File: src/ocs_map.svh
// Purpose: Offsets, field positions, reset values and timing counts for output clock sync
// Assumes: 32-bit AHB-Lite register words at byte addresses
// Notes: Definitions only
`ifndef OCS_MAP_SVH
`define OCS_MAP_SVH

// ****************************************
// Register offsets
// ****************************************
`define OCS_ADDR_CTRL 8'h00
`define OCS_ADDR_STATUS 8'h04
`define OCS_ADDR_TAD 8'h08

// ****************************************
// Control fields
// ****************************************
`define OCS_CTRL_DEMUX 0
`define OCS_CTRL_MS_SYNC 1
`define OCS_CTRL_SLAVE 2
`define OCS_CTRL_ECM 3
`define OCS_CTRL_RST_EN 4
`define OCS_CTRL_PHASE 5
`define OCS_CTRL_RESET 6'h00

// ****************************************
// Status fields
// ****************************************
`define OCS_STAT_PHASE_LO 0
`define OCS_STAT_HELD 2
`define OCS_STAT_ARMED 3
`define OCS_STAT_LOCKED 4
`define OCS_STAT_PULSES_LO 8

// ****************************************
// Timing counts in input clock cycles
// ****************************************
`define OCS_DIV_LAST 2'h3
`define OCS_SYNC_DLY_90 4'h4
`define OCS_SYNC_DLY_0 4'h5
`define OCS_PIPE_LAT 4'h3
`define OCS_OUT_DLY 4'h2
`define OCS_TAD_RESET 2'h0

`endif

File: src/ocs_pkg.sv
// Purpose: Types for output clock sync
// Assumes: Included map header provides constants
// Notes: None
package ocs_pkg;
	typedef enum logic [3:0] {
		OCS_RUN = 4'h1,
		OCS_HOLD = 4'h2,
		OCS_WAIT = 4'h4,
		OCS_RESUME = 4'h8
	} ocs_state_type;
endpackage : ocs_pkg

File: src/ocs_delay_line.sv
// Purpose: Fixed-length shift delay for clock phase samples
// Assumes: One clock
// Notes: Tap selects output delay, output registered
`timescale 1ns/1ps
module ocs_delay_line (
	// Clock and reset
	input wire logic hclk,
	input wire logic hresetn,
	// Data
	input wire logic din,
	input wire logic [3:0] tap,
	output logic dout
);
	logic [7:0] stage;

	always_ff @(posedge hclk or negedge hresetn) begin
		if (!hresetn) begin
			stage <= 8'hFF;
		end else begin
			stage <= {stage[6:0], din};
		end
	end

	always_ff @(posedge hclk or negedge hresetn) begin
		if (!hresetn) begin
			dout <= 1'b1;
		end else begin
			dout <= stage[tap[2:0]];
		end
	end
endmodule : ocs_delay_line

File: src/ocs_output_clock_sync.sv
// Behaviour
// - I and Q output clocks always share one source and stay in phase.
// - Demux mode output clock is input clock divided by four.
// - Slave selects its divider phase from the master's reference clock.
// - Master/slave alignment tracked every cycle, fixed by next output clock.
// - Each device drives reference outputs so slaves may chain as tree.
// - Master/slave sync is enabled only by control register bits.
// - Output clock reset needs extended control mode, disabled after reset.
// - Output clock leaves after fixed latency; in demux mode also shifted by aperture delay.
// - Output clock reset input accepted asynchronously in run and wait states; ignored during resume.
// - Held high during reset in demux mode; toggles in non-demux.
// - A narrow pulse may appear before the hold takes effect.
// - After release, fixed delay then next edge aligns the output clock.
// - Phase select high: sync edge four cycles after first edge.
// - Phase select low: sync edge five cycles after first edge.
// - Output clock resumes after a constant output delay.
// - First pulse after power-on may exit loosely; later ones deterministic.
//
// Purpose: Output data clock divider with master/slave and reset-pulse sync
// Assumes: hclk stands for the sampling input clock; AHB-Lite slave, OKAY only
// Notes: Zero wait states on the bus
//
// The placing of the registers and the AHB-Lite slave port were left to the implementer.
`timescale 1ns/1ps
module ocs_output_clock_sync
	import ocs_pkg::*;
(
	// Clock and reset
	input wire logic hclk,
	input wire logic hresetn,
	// AHB-Lite slave
	input wire logic hsel,
	input wire logic [31:0] haddr,
	input wire logic [1:0] htrans,
	input wire logic hwrite,
	input wire logic [2:0] hsize,
	input wire logic [31:0] hwdata,
	input wire logic hready,
	output logic hreadyout,
	output logic hresp,
	output logic [31:0] hrdata,
	// Sync pins
	input wire logic output_clock_reset,
	input wire logic sync_reference_in,
	// Output clocks
	output logic i_channel_output_clock,
	output logic q_channel_output_clock,
	output logic sync_reference_out_a,
	output logic sync_reference_out_b
);
`include "ocs_map.svh"

	// ****************************************
	// Bus slave
	// ****************************************
	logic wr_pend;
	logic [7:0] wr_addr;
	logic [5:0] ctrl;
	logic [1:0] tad;
	logic [1:0] phase;
	logic locked;
	logic armed;
	logic [7:0] pulses;
	ocs_state_type state;

	function automatic logic is_addr(input logic [7:0] a, input logic [7:0] target);
		is_addr = (a == target);
	endfunction : is_addr

	wire logic take = hsel && hready && htrans[1];

	always_ff @(posedge hclk or negedge hresetn) begin
		if (!hresetn) begin
			wr_pend <= 1'b0;
			wr_addr <= 8'h00;
		end else begin
			wr_pend <= take && hwrite;
			wr_addr <= haddr[7:0];
		end
	end

	always_ff @(posedge hclk or negedge hresetn) begin
		if (!hresetn) begin
			ctrl <= `OCS_CTRL_RESET;
			tad <= `OCS_TAD_RESET;
		end else if (wr_pend) begin
			if (is_addr(wr_addr, `OCS_ADDR_CTRL)) begin
				ctrl <= hwdata[5:0];
			end
			if (is_addr(wr_addr, `OCS_ADDR_TAD)) begin
				tad <= hwdata[1:0];
			end
		end
	end

	always_ff @(posedge hclk or negedge hresetn) begin
		if (!hresetn) begin
			hrdata <= 32'h0000_0000;
		end else if (take && !hwrite) begin
			if (is_addr(haddr[7:0], `OCS_ADDR_CTRL)) begin
				hrdata <= {26'h000_0000, ctrl};
			end else if (is_addr(haddr[7:0], `OCS_ADDR_STATUS)) begin
				hrdata <= {16'h0000, pulses, 3'h0, locked, armed, state == OCS_HOLD, phase};
			end else if (is_addr(haddr[7:0], `OCS_ADDR_TAD)) begin
				hrdata <= {30'h0000_0000, tad};
			end else begin
				hrdata <= 32'h0000_0000;
			end
		end
	end

	always_ff @(posedge hclk or negedge hresetn) begin
		if (!hresetn) begin
			hreadyout <= 1'b1;
			hresp <= 1'b0;
		end else begin
			hreadyout <= 1'b1;
			hresp <= 1'b0;
		end
	end

	wire logic demux = ctrl[`OCS_CTRL_DEMUX];
	wire logic ms_sync = ctrl[`OCS_CTRL_MS_SYNC];
	wire logic is_slave = ctrl[`OCS_CTRL_SLAVE];
	wire logic rst_on = ctrl[`OCS_CTRL_ECM] && ctrl[`OCS_CTRL_RST_EN];
	wire logic phase_sel = ctrl[`OCS_CTRL_PHASE];

	// ****************************************
	// Pin synchronisers
	// ****************************************
	logic [1:0] rst_sync;
	logic [1:0] ref_sync;
	logic ref_last;

	always_ff @(posedge hclk or negedge hresetn) begin
		if (!hresetn) begin
			rst_sync <= 2'h0;
			ref_sync <= 2'h0;
			ref_last <= 1'b0;
		end else begin
			rst_sync <= {rst_sync[0], output_clock_reset};
			ref_sync <= {ref_sync[0], sync_reference_in};
			ref_last <= ref_sync[1];
		end
	end

	wire logic rst_act = rst_sync[1] && rst_on;
	wire logic ref_rise = ref_sync[1] && !ref_last;

	// ****************************************
	// Reset-pulse sequencer
	// ****************************************
	logic [3:0] count;
	logic [3:0] sync_dly;

	always_comb begin
		sync_dly = phase_sel ? `OCS_SYNC_DLY_90 : `OCS_SYNC_DLY_0;
	end

	always_ff @(posedge hclk or negedge hresetn) begin
		if (!hresetn) begin
			state <= OCS_RUN;
			count <= 4'h0;
		end else begin
			unique case (state)
				OCS_RUN: begin
					if (rst_act) begin
						state <= OCS_HOLD;
					end
				end
				OCS_HOLD: begin
					count <= 4'h1;
					if (!rst_sync[1]) begin
						state <= OCS_WAIT;
					end
				end
				OCS_WAIT: begin
					count <= count + 4'h1;
					if (rst_act) begin
						state <= OCS_HOLD;
					end else if (count == sync_dly) begin
						state <= OCS_RESUME;
						count <= 4'h0;
					end
				end
				OCS_RESUME: begin
					count <= count + 4'h1;
					if (count == `OCS_OUT_DLY) begin
						state <= OCS_RUN;
					end
				end
				default: begin
					state <= OCS_RUN;
				end
			endcase
		end
	end

	// First pulse after power-on arms the block; only armed exits realign
	always_ff @(posedge hclk or negedge hresetn) begin
		if (!hresetn) begin
			armed <= 1'b0;
			pulses <= 8'h00;
		end else if (state == OCS_WAIT && count == sync_dly && !rst_act) begin
			armed <= 1'b1;
			if (pulses != 8'hFF) begin
				pulses <= pulses + 8'h01;
			end
		end
	end

	// ****************************************
	// Divider and phase alignment
	// ****************************************
	logic [1:0] div;
	logic [1:0] ms_target;

	always_comb begin
		ms_target = `OCS_DIV_LAST;
	end

	always_ff @(posedge hclk or negedge hresetn) begin
		if (!hresetn) begin
			div <= 2'h0;
			locked <= 1'b0;
		end else if (state == OCS_WAIT && count == sync_dly && !rst_act && armed) begin
			div <= 2'h0;
		end else if (ms_sync && is_slave && ref_rise) begin
			locked <= (div == ms_target);
			div <= 2'h0;
		end else begin
			div <= div + 2'h1;
		end
	end

	always_ff @(posedge hclk or negedge hresetn) begin
		if (!hresetn) begin
			phase <= 2'h0;
		end else begin
			phase <= div + tad;
		end
	end

	logic clk_div;
	logic clk_nd;
	logic raw_clk;
	logic delayed_clk;

	always_ff @(posedge hclk or negedge hresetn) begin
		if (!hresetn) begin
			clk_div <= 1'b1;
			clk_nd <= 1'b1;
		end else begin
			clk_div <= !phase[1];
			clk_nd <= !clk_nd;
		end
	end

	// Hold is applied before the pipeline so a partial cycle may slip out
	always_comb begin
		if (!demux) begin
			raw_clk = clk_nd;
		end else if (state == OCS_HOLD || state == OCS_WAIT || state == OCS_RESUME) begin
			raw_clk = 1'b1;
		end else begin
			raw_clk = clk_div;
		end
	end

	ocs_delay_line u_pipe (
		.hclk(hclk),
		.hresetn(hresetn),
		.din(raw_clk),
		.tap(`OCS_PIPE_LAT),
		.dout(delayed_clk)
	);

	// ****************************************
	// Outputs
	// ****************************************
	always_ff @(posedge hclk or negedge hresetn) begin
		if (!hresetn) begin
			i_channel_output_clock <= 1'b1;
			q_channel_output_clock <= 1'b1;
			sync_reference_out_a <= 1'b0;
			sync_reference_out_b <= 1'b0;
		end else begin
			i_channel_output_clock <= delayed_clk;
			q_channel_output_clock <= delayed_clk;
			sync_reference_out_a <= ms_sync && (div == 2'h0);
			sync_reference_out_b <= ms_sync && (div == 2'h0);
		end
	end
endmodule : ocs_output_clock_sync

File: config.mk
export PLATFORM = sky130hd
export DESIGN_NAME = ocs_output_clock_sync
export DESIGN_NICKNAME = d
export VERILOG_FILES = /design/src/ocs_pkg.sv /design/src/ocs_delay_line.sv /design/src/ocs_output_clock_sync.sv
export VERILOG_INCLUDE_DIRS = /design/src
export SDC_FILE = /design/constraint.sdc
export NUM_CORES = 1
export LEC_CHECK = 0
export BUFFER_PORTS_ARGS = -buffer_cell sky130_fd_sc_hd__buf_2
export CAP_MARGIN = 30
export CORE_MARGIN = 2
export CORE_UTILIZATION = 30
export CTS_CLUSTER_DIAMETER = 30
export DETAILED_ROUTE_END_ITERATION = 16
export HOLD_SLACK_MARGIN = 0.05
export MAX_ROUTING_LAYER = met4
export REMOVE_ABC_BUFFERS = 1
export SLEW_MARGIN = 10
export SYNTH_ARGS = -nofsm -noshare
export SYNTH_HDL_FRONTEND = slang
export SYNTH_HIERARCHICAL = 1
export SYNTH_SLANG_ARGS = --single-unit
File: constraint.sdc
create_clock -name hclk -period 1.8 [get_ports hclk]
set_clock_uncertainty 0.1 [all_clocks]
set_input_delay 0.36 -clock hclk [delete_from_list [all_inputs] [get_ports hclk]]
set_output_delay 0.36 -clock hclk [all_outputs]
set_load 0.005 [all_outputs]
==> flow_summary.ini <==
[cts]
path_clk_slew_ps = 70
cts_setup_buffers = 0
cts_tree = built
clk_path_buf_depth = 2
clock-sinks = 71
numCtsBuffers = 9
clockRootBuffer = clkbuf_8
cts-htree-levels = 3
worst_skew_pair.late_latency_ps = 340

[finish]
final_cells = 458
multi_input_area_um2 = 1210
antenna_cells = 0
drive_above_1_share_pct = 37.3
area_delta_synth_final_pct = 24.8
mostFrequentLayoutCells = 58 x dfrtp_1, 39 x buf_2, 25 x conb_1, 15 x nand2_1, 14 x buf_4
final_area_um2 = 3860
nNetsFinal = 399
final_common_cell = dfrtp_1
ff_latch_area_um2 = 1790
fillCellCount = 995
post-route-util_pct = 37.9

[synthesis]
synth-seq-cells = 71
ys_types = 46
syn_inst = 246
synth_edf_count = 0
synth-main-ff-cell = dfrtp_1
synth.avg_cell_area_um2 = 12.6
async_reset_ff_share_pct = 100
ys_seq_area_share_pct = 57.9
yosysWarningCount = 6
synth_area_um2 = 3100

[floorplanning]
die-area_um2 = 11200
core_um2 = 10200
die_width_um = 106
die_h_um = 106
start_util_pct = 30.4
io_pins = 114
rows = 37

[drt]
drcViolationCount = 0
avgViaCountPerCell = 4.41
drt_first_pass_iters = 4
ant_nets = 0
drtIter0Drc = 81
routed_wl_mm = 5.80
num_vias = 2018
wl_per_cell_um = 12.7

[placed_design]
dp_hpwl_mm = 4.06
portBuffers = 39
gp_congestion = 0.763
place_inst = 433
placed_area_um2 = 3490

[timing]
fin_hold_ws_ps = 93.5
slew_violations = 0
period_share_pct = 99.8
setup_viol_count_final = 0
rsz0062_at_grt = true
hold_viol = 0
clock.fmax_mhz = 557
min_period_ps = 1800

[global_route]
grt.overflow.total = 0
antenna_found_initial = 0
grt_first_pass_wirelength_mm = 10.0
grt_max_degree = 72
grt_pass1_vias = 2054
globalRouteTotalUtil_pct = 12.0

[power]
power.density_nw_per_um2 = 796
peakVddDrop_mv = 0.393
p_leak_nw = 1.91

[status]
status = completed

[hold_path]
hp-class = input port to flop

[critical_path]
worstPathArrival_ps = 1920
setup.worst_path.class = flop to flop
cp-start-kind = flop
slowest_stage = or4_4
endpoint_kind = flop
path_cells = or4_4 > nor4_4 > buf_6 > mux2_4
crit_buf_inv = 1
cpPeakStageDelay_ps = 560
cp.required_ps = 1920
cp_max_fo = 6
critPathTopFamily = simple AND/OR/NAND/NOR gates

[flow_run]
max-cap-violations = 0
==> layer usage <==
metal  vias to the layer above  wire length [um]  global-route usage [%]
met2                        37              2920                    18.7
li1                        953                 -                       -
met1                      1016              2570                    14.4
met3                        12               199                    3.90
met5                         -                 0                       -
met4                         0               111                    5.26
==> worst paths after layout <==
path,startpoint,endpoint,slack (ps),cells after the start
hold / removal,haddr[3],wr_addr[3],90,1
max in group asynchronous,hresetn,state[0],760,3
setup reg to reg,wr_addr[5],ctrl[1],4,4
hold reg to reg,ref_sync[0],ref_sync[1],250,0
setup / recovery,wr_addr[5],ctrl[1],4,4
min in group asynchronous,hresetn,wr_addr[6],480,3
==> logic make-up (layout without fill, tap and decap cells) <==
kind of cell	Yosys count	after routing	synth area share, %
buffers and inverters	40	93	8.00
adders and majority gates	6	6	2.42
muxes	19	19	7.68
and+or+nand+nor	63	63	12.8
DFF	71	71	57.9
AOI/OAI and AO/OA	34	34	7.88
xor gates and xnor gates	11	11	3.11
other	2	25	0.243
==> report_power, final <==
part	total [mW]	switching, mW	internal (mW)
logic	0.135	0.0753	0.0593
registers	1.64	0.0140	1.63
clock network	1.30	0.586	0.713
==> synth_stat cells (all sizes together) (4+ instances only) <==
cell type   n  area [um2]
inv        12        45.0
nor3        6        30.0
mux2i       5        50.1
mux2       12         135
nand3       4        20.0
o21ai      11        55.1
dfstp      13         342
nand2      15        56.3
nor4        4        40.0
nor2       11        57.6
a22o        9        88.8
nand2b      4        25.0
dfrtp      58        1450
buf        27         199
ha          6        75.1
xor2        8        70.1
==> registers in the layout, summed over array words and instances (netlist names), 4 cells and up <==
name	cells
wr_addr	8
count	4
hrdata	14
ctrl	6
pulses	8
state	4
u_pipe/stage	8
==> metrics by stage <==
| stage | setup TNS [ps] | total power, mW | setup WS, ps |
|---|---|---|---|
| 3_5_place_dp | -2480 | 1.79 | -208 |
| 3_3_place_gp | -2470 | 1.79 | -214 |
| 4_1_cts | -3.20 | 3.13 | -3.20 |
| 2_1_floorplan | -1330 | 1.71 | -113 |
| 6_report | 0 | 3.08 | 4.48 |
| 5_1_grt | -579 | 3.24 | -74.3 |
==> timing repair <==
action                     4_1_cts  5_1_grt
hold endpoints to repair        66        0
setup endpoints to repair        7       19
pin swaps                        2        2
gates resized for setup          4       14
hold buffers                     9        0
==> area by class of cell <==
cell class	count	share of cell area [%]
well taps	136	4.40
repair buffers	65	11.2
flip-flops and latches	71	46.4
inverters	12	1.17
clock buffers	11	3.92
clock inverters	5	1.46
multi-input cells	158	31.4
No activity file was read; power rests on OpenSTA's default activity.
